==> src/rtl/astx_map.svh <==
/*
  Register offsets, field positions, reset values and timing counts of the
  audio serial transmit master. Assumes byte addresses on a 12-bit APB bus.
*/
`ifndef ASTX_MAP_SVH
`define ASTX_MAP_SVH
// register byte offsets
`define ASTX_OFF_TX_CONTROL 12'h000
`define ASTX_OFF_CLOCK_CONTROL 12'h004
`define ASTX_OFF_STATUS 12'h008
`define ASTX_OFF_TX_DATA 12'h00c
// tx_control_reg fields
`define ASTX_CTL_ENABLE 0
`define ASTX_CTL_FMT_LSB 1
`define ASTX_CTL_SAMPLE_LSB 3
`define ASTX_CTL_SLOT_LSB 6
`define ASTX_CTL_PAD 9
`define ASTX_CTL_ACTIVE_LSB 10
`define ASTX_CTL_FSYNC 13
`define ASTX_CTL_W 14
`define ASTX_CTL_RST 14'h0000
// clock_control_reg fields
`define ASTX_CLK_DIV_LSB 0
`define ASTX_CLK_SRC 8
`define ASTX_CLK_W 9
`define ASTX_CLK_RST 9'h000
// status fields
`define ASTX_STS_RUN 0
`define ASTX_STS_LEVEL_LSB 1
`define ASTX_STS_SLOT_LSB 4
`define ASTX_STS_UNDER 7
// framing and divider counts
`define ASTX_SCK_HALF 2'd3
`define ASTX_TDM_SLOT_LEN 6'd32
`define ASTX_TDM_LAST_SLOT 3'd7
`define ASTX_STEREO_LAST_SLOT 3'd1
`define ASTX_WORD_BITS 6'd32
`define ASTX_BUF_DEPTH 3'd4
`endif

==> src/rtl/astx_pkg.sv <==
/*
  Types of the audio serial transmit master: states, formats, serial
  carrier and the state records of both modules. Assumes astx_map.svh.
*/
package astx_pkg;
  // one-hot engine states
  typedef enum logic [1:0] {
    ASTX_ST_IDLE = 2'b01,
    ASTX_ST_RUN = 2'b10
  } astx_state_t;
  // serial formats
  typedef enum logic [1:0] {
    ASTX_FMT_STD = 2'h0,
    ASTX_FMT_LJ = 2'h1,
    ASTX_FMT_TDMA = 2'h2,
    ASTX_FMT_TDMB = 2'h3
  } astx_fmt_t;
  // pins toward the codec
  typedef struct packed {
    logic bit_clock;
    logic word_select;
    logic serial_out;
  } astx_serial_t;
  // transmit buffer state
  typedef struct packed {
    logic [3:0][31:0] words;
    logic [31:0] rdata;
  } astx_mem_t;
  // whole state of the transmitter
  typedef struct packed {
    astx_state_t st;
    logic [13:0] ctl;
    logic [8:0] clk;
    logic ext_s1;
    logic ext_s2;
    logic ext_s3;
    logic [5:0] div1;
    logic [1:0] half;
    logic sck;
    logic ws;
    logic sd;
    logic [5:0] bit_idx;
    logic [2:0] slot;
    logic [31:0] shreg;
    logic [1:0] wr_ptr;
    logic [1:0] rd_ptr;
    logic [2:0] level;
    logic under;
    logic [31:0] prdata;
  } astx_core_t;
endpackage

==> src/rtl/astx_buf_mem.sv <==
/*
  Four-word transmit buffer storage with a registered read port.
  Assumes one clock; the owner keeps pointers and fill level.
*/
`timescale 1ns/1ps
`default_nettype none
module astx_buf_mem (
  input wire logic clk_i,
  input wire logic reset_n_i,
  input wire logic wr_en_i,
  input wire logic [1:0] wr_addr_i,
  input wire logic [31:0] wr_data_i,
  input wire logic [1:0] rd_addr_i,
  output logic [31:0] rd_data_o
);
  astx_pkg::astx_mem_t r_reg; // stored words and read register
  astx_pkg::astx_mem_t r_next; // next value

  // write and read; a write to the word being read passes straight through
  // so a push into an empty buffer is visible one edge later
  always_comb begin
    r_next = r_reg;
    if (wr_en_i) begin
      r_next.words[wr_addr_i] = wr_data_i;
    end
    if (wr_en_i && wr_addr_i == rd_addr_i) begin
      r_next.rdata = wr_data_i;
    end else begin
      r_next.rdata = r_reg.words[rd_addr_i];
    end
  end

  // state register
  always_ff @(posedge clk_i or negedge reset_n_i) begin
    if (!reset_n_i) begin
      r_reg <= '0;
    end else begin
      r_reg <= r_next;
    end
  end

  assign rd_data_o = r_reg.rdata;
endmodule // astx_buf_mem
`default_nettype wire

==> src/rtl/astx_tx_master.sv <==
/*
  Transmit-only audio serial master: APB registers, two-stage clock divider
  and serializer for the standard, left-justified and two TDM formats.
  Assumes one system clock; the external audio clock arrives as a plain
  input and is oversampled, so it must be well below half of clk_i.
*/
`timescale 1ns/1ps
`default_nettype none
`include "astx_map.svh"

module astx_tx_master (
  input wire logic clk_i,
  input wire logic reset_n_i,
  input wire logic psel_i,
  input wire logic penable_i,
  input wire logic pwrite_i,
  input wire logic [11:0] paddr_i,
  input wire logic [31:0] pwdata_i,
  output logic [31:0] prdata_o,
  output logic pready_o,
  output logic pslverr_o,
  input wire logic external_bus_clock_i,
  output astx_pkg::astx_serial_t serial_o
);
  astx_pkg::astx_core_t r_reg; // all state
  astx_pkg::astx_core_t r_next; // next state
  logic access; // apb access phase
  logic setup; // apb setup phase
  logic mapped; // address hits a register
  logic full; // buffer holds four words
  logic push; // accepted data write
  logic pop; // word taken by the serializer
  logic src_tick; // one tick of the selected source
  logic mclk_tick; // internal master clock enable
  logic fall; // bit clock falling edge event
  logic tdm; // a tdm variant is selected
  astx_pkg::astx_fmt_t fmt; // selected format
  logic [5:0] swid; // sample width in bits
  logic [5:0] slen; // slot length in bits
  logic [2:0] last_slot; // highest slot number
  logic [8:0] npos; // next position {slot,bit}
  logic [8:0] lpos; // position after that
  logic active; // next slot carries data
  logic [31:0] word; // word entering the slot
  logic [31:0] sh; // shift register next value
  logic [31:0] rd_word; // buffer head
  logic [31:0] rd_value; // register read mux

  // width code to bits; unknown codes act as 32
  function automatic logic [5:0] width_of(input logic [2:0] code);
    case (code)
      3'h0: width_of = 6'd8;
      3'h1: width_of = 6'd16;
      3'h2: width_of = 6'd18;
      3'h3: width_of = 6'd20;
      3'h4: width_of = 6'd24;
      default: width_of = 6'd32;
    endcase
  endfunction

  // step one bit through the frame, wrapping slot and frame
  function automatic logic [8:0] next_pos(input logic [8:0] pos,
                                          input logic [5:0] len,
                                          input logic [2:0] last);
    logic [2:0] s;
    logic [5:0] b;
    s = pos[8:6];
    b = pos[5:0];
    if (b == len - 6'd1) begin
      b = 6'd0;
      s = (s == last) ? 3'd0 : s + 3'd1;
    end else begin
      b = b + 6'd1;
    end
    next_pos = {s, b};
  endfunction

  // word select level for the bit at pos, lead is the bit after it
  function automatic logic ws_calc(input astx_pkg::astx_fmt_t f,
                                   input logic wide,
                                   input logic [8:0] pos,
                                   input logic [8:0] lead);
    case (f)
      astx_pkg::ASTX_FMT_STD: ws_calc = lead[6];
      astx_pkg::ASTX_FMT_LJ: ws_calc = (pos[8:6] == 3'd0);
      astx_pkg::ASTX_FMT_TDMA: ws_calc = (pos[8:6] == 3'd0) &&
                                         (wide || pos[5:0] == 6'd0);
      default: ws_calc = (lead[8:6] == 3'd0) &&
                         (wide || lead[5:0] == 6'd0);
    endcase
  endfunction

  // format decode; one format at a time from one field
  assign fmt = astx_pkg::astx_fmt_t'(r_reg.ctl[`ASTX_CTL_FMT_LSB +: 2]);
  assign tdm = fmt[1];
  assign swid = width_of(r_reg.ctl[`ASTX_CTL_SAMPLE_LSB +: 3]);
  // tdm fixes the slot at 32 bits and eight slots per frame
  assign slen = tdm ? `ASTX_TDM_SLOT_LEN :
                width_of(r_reg.ctl[`ASTX_CTL_SLOT_LSB +: 3]);
  assign last_slot = tdm ? `ASTX_TDM_LAST_SLOT : `ASTX_STEREO_LAST_SLOT;

  // apb decode
  assign access = psel_i & penable_i;
  assign setup = psel_i & ~penable_i;
  assign full = (r_reg.level == `ASTX_BUF_DEPTH);
  always_comb begin
    case (paddr_i)
      `ASTX_OFF_TX_CONTROL: mapped = 1'b1;
      `ASTX_OFF_CLOCK_CONTROL: mapped = 1'b1;
      `ASTX_OFF_STATUS: mapped = 1'b1;
      `ASTX_OFF_TX_DATA: mapped = 1'b1;
      default: mapped = 1'b0;
    endcase
  end

  // register read values; data register reads as zero
  always_comb begin
    rd_value = 32'h0000_0000;
    case (paddr_i)
      `ASTX_OFF_TX_CONTROL: rd_value[`ASTX_CTL_W-1:0] = r_reg.ctl;
      `ASTX_OFF_CLOCK_CONTROL: rd_value[`ASTX_CLK_W-1:0] = r_reg.clk;
      `ASTX_OFF_STATUS: begin
        rd_value[`ASTX_STS_RUN] = (r_reg.st == astx_pkg::ASTX_ST_RUN);
        rd_value[`ASTX_STS_LEVEL_LSB +: 3] = r_reg.level;
        rd_value[`ASTX_STS_SLOT_LSB +: 3] = r_reg.slot;
        rd_value[`ASTX_STS_UNDER] = r_reg.under;
      end
      default: rd_value = 32'h0000_0000;
    endcase
  end

  // zero wait states; error on unmapped or on a write into a full buffer
  assign pready_o = 1'b1;
  assign pslverr_o = access & (~mapped |
                     (pwrite_i & (paddr_i == `ASTX_OFF_TX_DATA) & full));
  assign push = access & pwrite_i & (paddr_i == `ASTX_OFF_TX_DATA) & ~full;

  // clock source tick; external clock is oversampled, only the second
  // and third stages feed the edge detector
  assign src_tick = r_reg.clk[`ASTX_CLK_SRC] ? (r_reg.ext_s2 & ~r_reg.ext_s3)
                    : 1'b1;
  // first divider: ratio is field value plus one, 1 to 64
  assign mclk_tick = src_tick &&
                     (r_reg.div1 == r_reg.clk[`ASTX_CLK_DIV_LSB +: 6]);
  // second divider: four master ticks per half period gives eight
  assign fall = (r_reg.st == astx_pkg::ASTX_ST_RUN) && mclk_tick &&
                (r_reg.half == `ASTX_SCK_HALF) && r_reg.sck;

  // position of the bit driven at this fall and the one after it
  assign npos = next_pos({r_reg.slot, r_reg.bit_idx}, slen, last_slot);
  assign lpos = next_pos(npos, slen, last_slot);
  // active slots come first; outside tdm both channels carry data
  assign active = tdm ? (npos[8:6] <= r_reg.ctl[`ASTX_CTL_ACTIVE_LSB +: 3])
                  : 1'b1;
  assign pop = fall && (npos[5:0] == 6'd0) && active && (r_reg.level != 3'd0);
  // an empty buffer sends a silent word and flags underrun
  assign word = (r_reg.level != 3'd0) ? rd_word : 32'h0000_0000;
  // load left-aligned so the top bit is the sample msb, then shift left
  assign sh = (npos[5:0] == 6'd0) ? (word << (`ASTX_WORD_BITS - swid))
              : (r_reg.shreg << 1);

  // next-state logic of registers, divider and serializer
  always_comb begin
    r_next = r_reg;
    // apb writes take effect at the access edge
    if (access && pwrite_i && !pslverr_o) begin
      case (paddr_i)
        `ASTX_OFF_TX_CONTROL: r_next.ctl = pwdata_i[`ASTX_CTL_W-1:0];
        `ASTX_OFF_CLOCK_CONTROL: r_next.clk = pwdata_i[`ASTX_CLK_W-1:0];
        `ASTX_OFF_STATUS: begin
          if (pwdata_i[`ASTX_STS_UNDER]) begin
            r_next.under = 1'b0; // write one to clear
          end
        end
        default: r_next.under = r_reg.under; // data write handled by push
      endcase
    end
    // read data captured in the setup phase, stable through access
    if (setup && !pwrite_i) begin
      r_next.prdata = rd_value;
    end
    // external clock synchroniser and edge stage
    r_next.ext_s1 = external_bus_clock_i;
    r_next.ext_s2 = r_reg.ext_s1;
    r_next.ext_s3 = r_reg.ext_s2;
    // buffer pointers and fill level
    if (push) begin
      r_next.wr_ptr = r_reg.wr_ptr + 2'd1;
    end
    if (pop) begin
      r_next.rd_ptr = r_reg.rd_ptr + 2'd1;
    end
    r_next.level = r_reg.level + {2'b00, push} - {2'b00, pop};
    case (r_reg.st)
      astx_pkg::ASTX_ST_IDLE: begin
        // park on the last bit of the frame so the first fall lands on
        // slot 0 bit 0; bit clock idles high so that edge is a fall
        r_next.div1 = 6'd0;
        r_next.half = 2'd0;
        r_next.sck = 1'b1;
        r_next.sd = 1'b0;
        r_next.slot = last_slot;
        r_next.bit_idx = slen - 6'd1;
        r_next.ws = 1'b0;
        if (r_reg.ctl[`ASTX_CTL_ENABLE]) begin
          r_next.st = astx_pkg::ASTX_ST_RUN;
        end
      end
      astx_pkg::ASTX_ST_RUN: begin
        if (!r_reg.ctl[`ASTX_CTL_ENABLE]) begin
          // stop at once; a word half sent is cut short
          r_next.st = astx_pkg::ASTX_ST_IDLE;
        end else begin
          if (src_tick) begin
            r_next.div1 = mclk_tick ? 6'd0 : r_reg.div1 + 6'd1;
          end
          if (mclk_tick) begin
            r_next.half = r_reg.half + 2'd1;
            if (r_reg.half == `ASTX_SCK_HALF) begin
              r_next.sck = ~r_reg.sck;
            end
          end
          // data and word select only move on the falling edge
          if (fall) begin
            r_next.slot = npos[8:6];
            r_next.bit_idx = npos[5:0];
            r_next.shreg = sh;
            if (npos[5:0] == 6'd0 && active && r_reg.level == 3'd0) begin
              r_next.under = 1'b1; // set wins over a same-cycle clear
            end
            // past the sample, or in an idle slot, send the pad level
            if (active && npos[5:0] < swid) begin
              r_next.sd = sh[31];
            end else begin
              r_next.sd = r_reg.ctl[`ASTX_CTL_PAD];
            end
            r_next.ws = ws_calc(fmt, r_reg.ctl[`ASTX_CTL_FSYNC], npos,
                                lpos);
          end
        end
      end
      default: r_next.st = astx_pkg::ASTX_ST_IDLE;
    endcase
  end

  // state register; every field takes a constant at reset
  always_ff @(posedge clk_i or negedge reset_n_i) begin
    if (!reset_n_i) begin
      r_reg <= '0;
      r_reg.st <= astx_pkg::ASTX_ST_IDLE;
      r_reg.ctl <= `ASTX_CTL_RST;
      r_reg.clk <= `ASTX_CLK_RST;
      r_reg.sck <= 1'b1;
    end else begin
      r_reg <= r_next;
    end
  end

  // four-word transmit buffer between the bus and the serializer
  astx_buf_mem u_buf (
    .clk_i(clk_i),
    .reset_n_i(reset_n_i),
    .wr_en_i(push),
    .wr_addr_i(r_reg.wr_ptr),
    .wr_data_i(pwdata_i),
    .rd_addr_i(r_reg.rd_ptr),
    .rd_data_o(rd_word)
  );

  // outputs straight from flip-flops
  assign prdata_o = r_reg.prdata;
  assign serial_o.bit_clock = r_reg.sck;
  assign serial_o.word_select = r_reg.ws;
  assign serial_o.serial_out = r_reg.sd;
endmodule // astx_tx_master
`default_nettype wire

==> config.mk <==
export PLATFORM = sky130hd
export DESIGN_NAME = astx_tx_master
export DESIGN_NICKNAME = d
export VERILOG_FILES = /design/src/rtl/astx_pkg.sv /design/src/rtl/astx_buf_mem.sv /design/src/rtl/astx_tx_master.sv
export VERILOG_INCLUDE_DIRS = /design/src /design/src/rtl
export SDC_FILE = /design/constraint.sdc
export NUM_CORES = 1
export LEC_CHECK = 0
export BUFFER_PORTS_ARGS = -buffer_cell sky130_fd_sc_hd__clkbuf_2
export CAP_MARGIN = 15
export CORE_MARGIN = 3
export CORE_UTILIZATION = 56
export CTS_CLUSTER_SIZE = 10
export DETAILED_ROUTE_END_ITERATION = 6
export PLACE_DENSITY = 0.77
export SETUP_SLACK_MARGIN = 0.3
export SYNTH_ARGS = -nofsm -noshare
export SYNTH_HDL_FRONTEND = slang
export SYNTH_HIERARCHICAL = 1
export SYNTH_SLANG_ARGS = --single-unit
export TNS_END_PERCENT = 1
==> constraint.sdc <==
create_clock -name clk_i -period 4.7 [get_ports clk_i]
set_input_delay 0.705 -clock clk_i [delete_from_list [all_inputs] [get_ports clk_i]]
set_output_delay 0.705 -clock clk_i [all_outputs]
set_load 0.01 [all_outputs]
==> metrics.txt, run 1 <==
status=finished with violations; violated checks=setup timing; DR vias=9640; max incr delay on CP=approximately 540 ps; MaxCap Viol Count=0; Final Hold Fails=0; grt total ovfl=0; WL final=32950 um; layout overhead on the synthesized area=10.98%; VDD IR-drop max=328.5 uV; # placed instances=around 1500; setup slack after layout=-266.3 ps; Max clock buf depth=3; total CTS buffers=31; Slew Viols, Final=0; Worst path slowest cell=or4_4; area occupied by multi-input gates=6755 um^2; Fmax=201.4 MHz; Clock Latency Late Sink=about 570 ps; Synth Warn #=6; vias in the first global route=9682; I/O pins=87; Seq/Total Area, Yosys=0.4631; Hold Crit Class=primary input to async pin; post-DR vias/cell=6.090; DRT Pass-1 Iters=5; Cell Area, Synth=14110 um^2; final core utilization=0.6383; relative slew slack=0.2806; Unique masters post-synth=76; H-tree depth=1; Startpoint Class=register; Crit Path Class=register to register; Die Width=164.7 um; Total GRT Usage=0.2429; Post-synth EDFFs=0; Detailed Place HPWL=20830 um; first-pass GRT wire length=52400 um; routed len/inst=20.81 um; Starting Density=0.5751; Clock Skew=13.88 ps; clock slew at reported path FFs=60 ps; Post-Synthesis Cells=1201; CP endpoint kind=register; Reg area=around 6500 um^2; PortBufs=67; Worst Path Required=5140 ps; r2r startpoint=r_reg[112]$_DFFE_PN0P_; row count=57; largest net degree at the start of global routing=around 100; Routed Antenna Nets=0; max reg flops=128; CTS tree=yes; GPL Wtd Cong=0.9589; crit-path cells=nor4b_4 -> inv_2 -> ha_4 -> xor2_2 -> o211ai_1 -> nor4b_4 -> nand2_2 -> mux2i_2 -> or2_4 -> inv_4 -> ha_4 -> a21o_1 -> a21oi_2 -> a311oi_2 -> or4_4 -> nor2_4 -> ha_4 -> inv_2 -> ha_4 -> inv_2 -> fa_2 -> xnor2_2 -> xnor2_1; flop2flop setup slack=-270 ps; initial antenna violation count=0; Synth Register Bits=261; Leakage=roughly 7.3 nW; 1st-iter DRT viols=1012; minimum clock period=4966 ps; chip height=roughly 160 um; Main synth FF type=dfrtp_1; setup violators final=3; fin cells=about 1600; RR Endpoint=r_reg[35]$_DFF_PN0_; asr flop ratio synth=1.000; full die area=between 20000 and 30000 um^2; Root Driver=clkbuf_16; proportion of layout cells with a drive suffix above 1=0.3495; nets@finish=~1300; Fin Hold WS=roughly 150 ps; ANT cells=0; Worst Path Arrival=5410 ps; syn_area_per_cell=approximately 12 um^2; Post-route DRC=0; Core Area=24530 um^2; Worst Path Max Fanout=4; Most Frequent Cell on Critical Path=ha_4; Fillers=1915; actual transition at the worst max-transition pin=1070 ps; Worst Reg-to-Reg Cells=23; fin crit share=1.057; RSZ-0062 raised after global routing=yes; pre-CTS setup slack=-225.4 ps; PD cells=285.2 nW/um^2; Sink Count=roughly 260
==> metrics by stage <==
stage | instance area [um^2] | setup TNS, ps | power, mW
floorplan | 14230 | -209.7 | 2.334
global placement | 14420 | -100.5 | 2.418
detailed placement | 14420 | -365.2 | 2.420
CTS | 15520 | -458.9 | 4.515
global route | 15660 | -950.1 | 4.626
finish | 15660 | -549.3 | 4.466
==> where the power goes <==
part           switching [mW]  total (mW)  internal, mW  leakage (nW)
logic                  0.0978       0.128        0.0302          3.33
clock network           0.877        2.09          1.21         0.419
registers             0.00156        2.25          2.25          3.56
total                   0.977        4.47          3.49          7.31
==> cell type report <==
type                       count  share of cell area
tap                          324             0.02589
sequential                   261              0.4173
clock buffer                  37             0.05226
timing repair buffer         145             0.06432
clock inverter                 4            0.002397
inverter                      26            0.006392
multi-input combinational    786              0.4314
==> critical path, delay by kind of cell, from the launching register on <==
family / cells / cell delay [ps]
DFF: 1 / 400
buffers and inverters: 4 / 260
xor gates and xnor gates: 3 / 420
and+or+nand+nor: 6 / 1810
muxes: 1 / 190
adders and majority gates: 5 / 1150
AOI/OAI and AO/OA: 4 / 610
==> cell usage after synthesis (all sizes together) (6+ instances only) <==
cell | n | area [um^2]
nand2 | 90 | 342.8
nor2 | 64 | 247.7
ha | 18 | 225.2
a22o | 15 | 131.4
a211oi | 6 | 45.04
buf | 99 | 744.5
nand3b | 6 | 45.04
xnor2 | 20 | 190.2
mux2 | 182 | 2162
o21ai | 59 | 295.3
xor2 | 15 | 131.4
a221oi | 9 | 78.83
o22ai | 15 | 93.84
dfrtp | 259 | 6481
mux4 | 36 | 818.3
clkbuf | 46 | 173.9
nor4 | 11 | 75.07
inv | 25 | 93.84
mux2i | 57 | 570.6
a21oi | 31 | 155.2
o211ai | 10 | 75.07
nor3 | 16 | 80.08
nand3 | 25 | 125.1
==> worst max-delay path by stage <==
stage,start,endpoint,depth (start not counted)
final,r_reg[112]$_DFFE_PN0P_,r_reg[35]$_DFF_PN0_,23
after global routing,r_reg[112]$_DFFE_PN0P_,r_reg[35]$_DFF_PN0_,23
after CTS,r_reg[110]$_DFFE_PN0P_,r_reg[35]$_DFF_PN0_,23
after detailed placement,r_reg[112]$_DFFE_PN0P_,r_reg[35]$_DFF_PN0_,23
after global placement,r_reg[112]$_DFFE_PN0P_,r_reg[35]$_DFF_PN0_,22
after floorplan,r_reg[112]$_DFFE_PN0P_,r_reg[35]$_DFF_PN0_,24
==> routing by layer <==
metal,part of all wire,GRT usage,up-vias
met4,0.038,0.08921,0
met2,0.50,0.4081,327
met1,0.41,0.3235,4874
li1,-,-,4340
met5,0,0,-
met3,0.054,0.03386,99
==> repair_timing <==
action / in CTS / in global routing
hold buffers: 0 / 0
setup buffers: 28 / 6
setup endpoints to repair: 2 / 10
resized for setup: 8 / 23
pin swaps: 16 / 10
==> cells by family (layout without fill, tap and decap cells) <==
family          count (synthesis)  count (layout)  share of synthesized area
other cells                     2              19                  0.0005323
flops                         261             261                     0.4631
compound gates                187             187                    0.08637
mux                           275             275                     0.2517
fa+ha+maj                      19              19                    0.01738
xor+xnor                       35              35                    0.02279
simple gates                  251             251                    0.08619
buf+inv                       171             212                    0.07200
==> cell usage in the layout (no fill, tap or decap), drive strengths merged, types with 20 or more instances in the layout <==
| master | n |
|---|---|
| a21oi | 31 |
| o21ai | 59 |
| nand2 | 90 |
| nand3 | 25 |
| buf | 79 |
| nor2 | 64 |
| mux4 | 36 |
| inv | 26 |
| dfrtp | 259 |
| clkbuf | 103 |
| mux2i | 57 |
| xnor2 | 20 |
| mux2 | 182 |
No activity file was read; power rests on OpenSTA's default activity.
==> run 2: changes to the inputs <==
--- a/config.mk
+++ b/config.mk
@@ -12,6 +12,7 @@
 export CORE_UTILIZATION = 56
 export CTS_CLUSTER_SIZE = 10
 export DETAILED_ROUTE_END_ITERATION = 6
+export MAX_ROUTING_LAYER = met4
 export PLACE_DENSITY = 0.77
 export SETUP_SLACK_MARGIN = 0.3
 export SYNTH_ARGS = -nofsm -noshare
==> run 2 against run 1 <==
Against the previous run:
- the run still ends with setup timing left
- worst setup slack better by 28 ps
- sequential share of layout area up 0.13 points
- critical path depth up 1
- final cell count down 0.13%
- clock power about the same
- total power down 0.64%
- critical path type unchanged
- highest routed layer unchanged
==> metrics.txt, run 2 (synthesis gave the netlist of run 1 again) <==
fin area=15610 um^2 (-0.30%); Post-route DRC=0 (unchanged); Core Area=24530 um^2 (unchanged); Clock Latency Late Sink=580 ps (about the same); Total GRT Usage=0.2517 (+0.008882); Reg area=6535 um^2 (unchanged); routed len/inst=20.88 um (+0.29%); minimum clock period=4938 ps (-28.39 ps); Sink Count=261 (unchanged); PD cells=284.3 nW/um^2 (-0.33%); area occupied by multi-input gates=6759 um^2 (about the same); relative slew slack=0.2998 (+0.01915); Fin Hold WS=120.1 ps (-25.26 ps); highest-count cells in the layout ignoring fill and taps=258 x dfrtp_1, 152 x mux2_2, 88 x nand2_1; GPL Wtd Cong=0.9678 (+0.93%); I/O pins=87 (unchanged); Max clock buf depth=3 (unchanged); setup slack after layout=-237.9 ps (+28.39 ps); DRT Pass-1 Iters=6 (+1); clock slew at reported path FFs=60 ps (about the same); ANT cells=0 (unchanged); row count=57 (unchanged); grt total ovfl=0 (unchanged); PortBufs=67 (unchanged); full die area=27140 um^2 (unchanged); post-DR vias/cell=6.096 (about the same); Fmax=202.5 MHz (+0.58%); actual transition at the worst max-transition pin=1042 ps (-28.49 ps); vias in the first global route=9629 (-0.55%); Final Hold Fails=0 (unchanged); first-pass GRT wire length=52580 um (+0.34%); Fillers=1880 (-1.8%); initial antenna violation count=0 (unchanged); crit-path cells=nor4b_4 -> inv_2 -> ha_4 -> nand2b_1 -> o221ai_1 -> nor4b_4 -> buf_4 -> nand3_1 -> a21boi_2 -> or2_4 -> inv_4 -> ha_4 -> a21o_1 -> a21oi_2 -> a311oi_2 -> or4_4 -> nor2_4 -> ha_4 -> inv_2 -> ha_4 -> inv_2 -> fa_2 -> xnor2_2 -> xnor2_1; most common cell after layout, fill and taps aside=dfrtp_1; Startpoint Class=register; flop2flop setup slack=-240 ps (+30 ps); CTS tree=yes; 1st-iter DRT viols=770 (-24%); proportion of layout cells with a drive suffix above 1=0.3421 (-0.007399); Worst Reg-to-Reg Cells=24 (+4.3%); RSZ-0062 raised after global routing=yes; VDD IR-drop max=290.0 uV (-12%); RR Endpoint=r_reg[35]$_DFF_PN0_; Detailed Place HPWL=21240 um (+1.9%); Most Frequent Cell on Critical Path=ha_4; Root Driver=clkbuf_16; Crit Path Class=register to register; violated checks=setup timing; Hold Crit Class=primary input to async pin; max reg flops=128 (unchanged); Leakage=7.264 nW (-0.66%); DP Area=14420 um^2 (about the same); total CTS buffers=30 (-3.2%); DR vias=9637 (-0.031%); chip height=164.7 um (unchanged); Worst Path Required=5130 ps (about the same); Worst path slowest cell=or4_4; nets@finish=1314 (-0.45%); Slew Viols, Final=0 (unchanged); MaxCap Viol Count=0 (unchanged); Routed Antenna Nets=0 (unchanged); fin crit share=1.051 (-0.006041); layout overhead on the synthesized area=10.64%; setup violators final=3 (unchanged); Clock Skew=37.31 ps (+23.44 ps); WL final=33000 um (+0.16%); max incr delay on CP=580 ps (+40 ps); Worst Path Arrival=5370 ps (-40 ps); status=finished with violations; Starting Density=0.5751 (unchanged); largest net degree at the start of global routing=97 (-5.8%); Worst Path Max Fanout=5 (+1); CP endpoint kind=register; r2r startpoint=fmt[1]$_DFFE_PN0P_; H-tree depth=1 (unchanged); Die Width=164.7 um (unchanged)
run 2: cell types whose count changed in the layout (fill, tap and decap cells not counted), sizes merged:
cell,before,now
buf,79,74
clkbuf,103,108
clkinvlp,1,0
inv,26,25
run 2: area by class of cell:
class / count / area share
multi-input cells: 786 / 0.4330
flip-flops and latches: 261 / 0.4186
repair buffers: 140 / 0.06219
clock buffers: 42 / 0.05162
well taps: 324 / 0.02597
inverters: 26 / 0.006412
clock inverters: 2 / 0.002244
run 2: worst max-delay path, delay by kind of cell (launching register included):
family	cells	cell delay, ps
AO/OA/AOI/OAI	5	840
XOR/XNOR	2	270
adder cells (fa/ha/maj)	5	1110
buffers and inverters	5	420
flip-flops	1	460
AND/OR/NAND/NOR	7	1710
run 2: stage by stage:
stage	utilization	std cells	setup TNS [ps]	setup WS [ps]	total power, mW
floorplan	-	1218	-209.7	-149.0	2.334
global placement	0.5879	1507	-116.6	-101.1	2.419
detailed placement	0.5879	1507	-351.7	-228.6	2.422
CTS	0.6304	1577	-235.6	-135.3	4.483
global route	0.6363	1581	-980.3	-449.6	4.583
finish	0.6363	1581	-477.0	-237.9	4.438
run 2: worst max-delay path by stage:
stage,slack (ps),depth (start not counted),start,endpoint
after detailed placement,-230,22,r_reg[112]$_DFFE_PN0P_,r_reg[35]$_DFF_PN0_
after floorplan,-150,24,r_reg[112]$_DFFE_PN0P_,r_reg[35]$_DFF_PN0_
final,-240,24,fmt[1]$_DFFE_PN0P_,r_reg[35]$_DFF_PN0_
after global placement,-100,22,r_reg[112]$_DFFE_PN0P_,r_reg[35]$_DFF_PN0_
after global routing,-450,25,r_reg[112]$_DFFE_PN0P_,r_reg[35]$_DFF_PN0_
after CTS,-140,24,r_reg[110]$_DFFE_PN0P_,r_reg[35]$_DFF_PN0_
run 2: power breakdown:
group          internal [mW]  switching, mW
clock                   1.17          0.883
sequential              2.25        0.00158
combinational         0.0307         0.0978
run 2: timing repair:
item | in CTS | in global routing
resized for setup | 2 | 28
hold buffers | 0 | 0
setup buffers | 26 | 4
setup endpoints to repair | 2 | 4
pin swaps | 7 | 19
run 2: per-layer routing:
| metal | GRT usage | vias to the layer above | share of wire |
|---|---|---|---|
| li1 | - | 4337 | - |
| met1 | 0.3342 | 4869 | 0.42 |
| met2 | 0.4048 | 334 | 0.48 |
| met3 | 0.03461 | 97 | 0.058 |
| met4 | 0.08235 | 0 | 0.040 |
| met5 | - | - | 0 |
==> run 3: changes to the inputs <==
--- a/config.mk
+++ b/config.mk
@@ -9,14 +9,13 @@
 export BUFFER_PORTS_ARGS = -buffer_cell sky130_fd_sc_hd__clkbuf_2
 export CAP_MARGIN = 15
 export CORE_MARGIN = 3
-export CORE_UTILIZATION = 56
+export CORE_UTILIZATION = 55
 export CTS_CLUSTER_SIZE = 10
 export DETAILED_ROUTE_END_ITERATION = 6
 export MAX_ROUTING_LAYER = met4
-export PLACE_DENSITY = 0.77
+export PLACE_DENSITY = 0.76
 export SETUP_SLACK_MARGIN = 0.3
 export SYNTH_ARGS = -nofsm -noshare
 export SYNTH_HDL_FRONTEND = slang
-export SYNTH_HIERARCHICAL = 1
 export SYNTH_SLANG_ARGS = --single-unit
 export TNS_END_PERCENT = 1
==> run 3 against run 2 <==
Against the previous run:
- the flow now finishes without violations
- clock skew shrank 14 ps
- non-clock buffer count fell by 22
- die area hardly changed
- first-iteration DRC count shrank 5.7%
==> metrics.txt, run 3 <==
I/O pins=87 (unchanged); Fmax=216.6 MHz (+6.9%); CP endpoint kind=register; total CTS buffers=30 (unchanged); PortBufs=67 (unchanged); Post-Synth Adder-Cell Area=0.02132 (+0.003940); fin crit share=0.9824 (-0.06823); Worst Path Arrival=5050 ps (-320 ps); Sink Count=261 (unchanged); Worst path slowest cell=or4b_4; cell with the most instances after synthesis=dfrtp_1; syn_area_per_cell=11.75 um^2 (about the same); GPL Wtd Cong=0.9734 (+0.58%); initial antenna violation count=0 (unchanged); RSZ-0062 raised after global routing=yes; share of the synthesized area in the top cell type=0.4680 (+0.008632); Main synth FF type=dfrtp_1; Worst Path Max Fanout=4 (-1); actual transition at the worst max-transition pin=1014 ps (-27.89 ps); cell taking the most area after synthesis=dfrtp_1; asr flop ratio synth=1.000 (unchanged); Total GRT Usage=0.2536 (+0.001842); Fillers=1901 (+1.1%); DRT Pass-1 Iters=5 (-1); most common cell after layout, fill and taps aside=dfrtp_1; Crit Path Class=register to register; Synth Register Bits=261 (unchanged); Worst Reg-to-Reg Cells=22 (-8.3%); Detailed Place HPWL=22510 um (+6.0%); Clock Skew=23.07 ps (-14.25 ps); Post-Synthesis Cells=1179 (-1.8%); Hold Crit Class=primary input to async pin; largest net degree at the start of global routing=115 (+19%); Max clock buf depth=3 (unchanged); ANT cells=0 (unchanged); 1st-iter DRT viols=726 (-5.7%); nets@finish=1310 (-0.30%); Worst Path Required=5130 ps (about the same); mux cell area share after synthesis=0.2568 (+0.005181); MaxCap Viol Count=0 (unchanged); synth top area cells=dfrtp_1 47%, mux2_2 15%, mux4_2 6.7%; max incr delay on CP=560 ps (-20 ps); vias in the first global route=9924 (+3.1%); simple-gate share of the synthesized area=0.09116 (+0.004962); Synth Warn #=0 (-6); Routed Antenna Nets=0 (unchanged); Core Area=24530 um^2 (unchanged); row count=57 (unchanged); full die area=27120 um^2 (about the same); chip height=164.7 um (about the same); Post-route DRC=0 (unchanged); Cell Area, Synth=13850 um^2 (-1.8%); layout overhead on the synthesized area=11.74%; H-tree depth=1 (unchanged); grt total ovfl=0 (unchanged); commonest cells in the netlist=259 x dfrtp_1, 185 x mux2_2, 84 x nand2_1, 68 x nor2_1, 56 x o21ai_0; proportion of layout cells with a drive suffix above 1=0.3341 (-0.007950); Final Hold Fails=0 (unchanged); Root Driver=clkbuf_16; XOR/XNOR Fraction of Synth Area=0.02150 (-0.001288); Clock Latency Late Sink=570 ps (about the same); Starting Density=0.5645 (-0.01061); Die Width=164.7 um (about the same); Leakage=7.316 nW (+0.72%); crit-path cells=nor4b_4 -> inv_2 -> ha_4 -> xnor2_4 -> xor2_2 -> buf_4 -> nand4_1 -> nor2_2 -> a21oi_2 -> ha_1 -> nor2b_1 -> o21a_1 -> o21a_1 -> or4b_4 -> nor2_4 -> ha_4 -> inv_1 -> ha_1 -> inv_2 -> fa_2 -> xnor2_1 -> xnor2_1; setup violators final=0 (-3); CTS tree=yes; clock slew at reported path FFs=60 ps (about the same); Seq/Total Area, Yosys=0.4718 (+0.008702); post-DR vias/cell=6.137 (+0.69%); Startpoint Class=register; routed len/inst=20.83 um (-0.22%); setup slack after layout=82.80 ps (+320.7 ps); Reg area=6536 um^2 (about the same); post-route setup TNS=0 ps (+477.0 ps); PD cells=286.8 nW/um^2 (+0.88%); largest family of logic cells by synthesized area=multiplexers; Slew Viols, Final=0 (unchanged); Unique masters post-synth=74 (-2.6%); minimum clock period=4617 ps (-320.7 ps); worst setup path startpoint=r_reg[112]$_DFFE_PN0P_; first-pass GRT wire length=53120 um (+1.0%); max reg flops=128 (unchanged); Post-synth EDFFs=0 (unchanged); complex-gate fraction of the synthesized area=0.09079 (+0.004424); highest-count cells in the layout ignoring fill and taps=257 x dfrtp_1, 185 x mux2_2, 84 x nand2_1; r2r startpoint=r_reg[112]$_DFFE_PN0P_; WL final=32750 um (-0.78%); relative slew slack=0.3066 (+0.006894); VDD IR-drop max=299.4 uV (+3.2%); pre-CTS setup slack=-6.636 ps (+222.0 ps); DR vias=9648 (+0.11%); status=finished, final reports clean; area occupied by multi-input gates=6863 um^2 (+1.5%)
run 3: cell count changes after synthesis, sizes merged, moves of 6 or more:
cell,previous run,this run
buf,99,58
nor3,16,25
o211ai,10,3
o22ai,15,8
a2bb2oi,0,6
run 3: critical path: cells and delay by family, from the launching register on:
kind                       cells  cell delay (ps)
xor gates and xnor gates       4              690
buffers and inverters          4              300
adders and majority gates      5             1180
AOI/OAI and AO/OA              3              450
DFF                            1              420
and+or+nand+nor                6             1450
run 3: kinds of logic (layout without fill, tap and decap cells):
group           after synthesis  after routing
compound gates              188            188
xor+xnor                     34             34
other cells                   2             19
simple gates                259            259
mux                         281            281
flops                       261            261
buf+inv                     131            183
fa+ha+maj                    23             23
run 3: repair_timing:
action	4_1_cts	5_1_grt
gates cloned	0	0
pin swaps	8	10
endpoints found under the setup margin	2	2
buffers inserted	6	6
resized for setup	5	4
hold buffers	0	0
run 3: layout make-up:
type,instances,share of cell area
clock buffers,41,0.05247
flip-flops and latches,261,0.4224
repair buffers,118,0.04787
inverters,22,0.005336
multi-input cells,804,0.4435
well taps,324,0.02620
clock inverters,2,0.002264
run 3: worst paths after layout:
check | slack (ps) | endpoint
hold / removal | 200 | r_reg[55]$_DFFE_PN0P_
setup / recovery | 80 | r_reg[35]$_DFF_PN0_
max in group asynchronous | 3350 | u_buf.rd_data_o[1]$_DFF_PN0_
min in group clk_i | 260 | r_next[93]$_DFF_PN0_
setup reg to reg | 80 | r_reg[35]$_DFF_PN0_
hold reg to reg | 360 | r_next[92]$_DFF_PN0_
run 3: stage by stage:
step	total power, mW	utilization	hold WS, ps	instance area [um^2]	std cells
floorplan	2.334	-	331.2	13970	1196
global route	4.596	0.6308	246.7	15470	1572
finish	4.438	0.6308	200.9	15470	1572
detailed placement	2.420	0.5906	348.4	14490	1517
CTS	4.478	0.6282	248.5	15410	1566
global placement	2.418	0.5906	332.4	14490	1517
run 3: routing by layer:
| metal | GRT usage | vias up | routed length [um] |
|---|---|---|---|
| li1 | - | 4379 | - |
| met1 | 0.3357 | 4852 | 14020 |
| met2 | 0.4089 | 338 | 15930 |
| met3 | 0.03511 | 79 | 1774 |
| met4 | 0.08235 | 0 | 1017 |
| met5 | - | - | 0 |
run 3: where the power goes:
group / switching [mW] / internal (mW) / leakage, nW
registers: 0.00149 / 2.25 / 3.56
logic: 0.0967 / 0.0297 / 3.35
clock network: 0.873 / 1.19 / 0.410
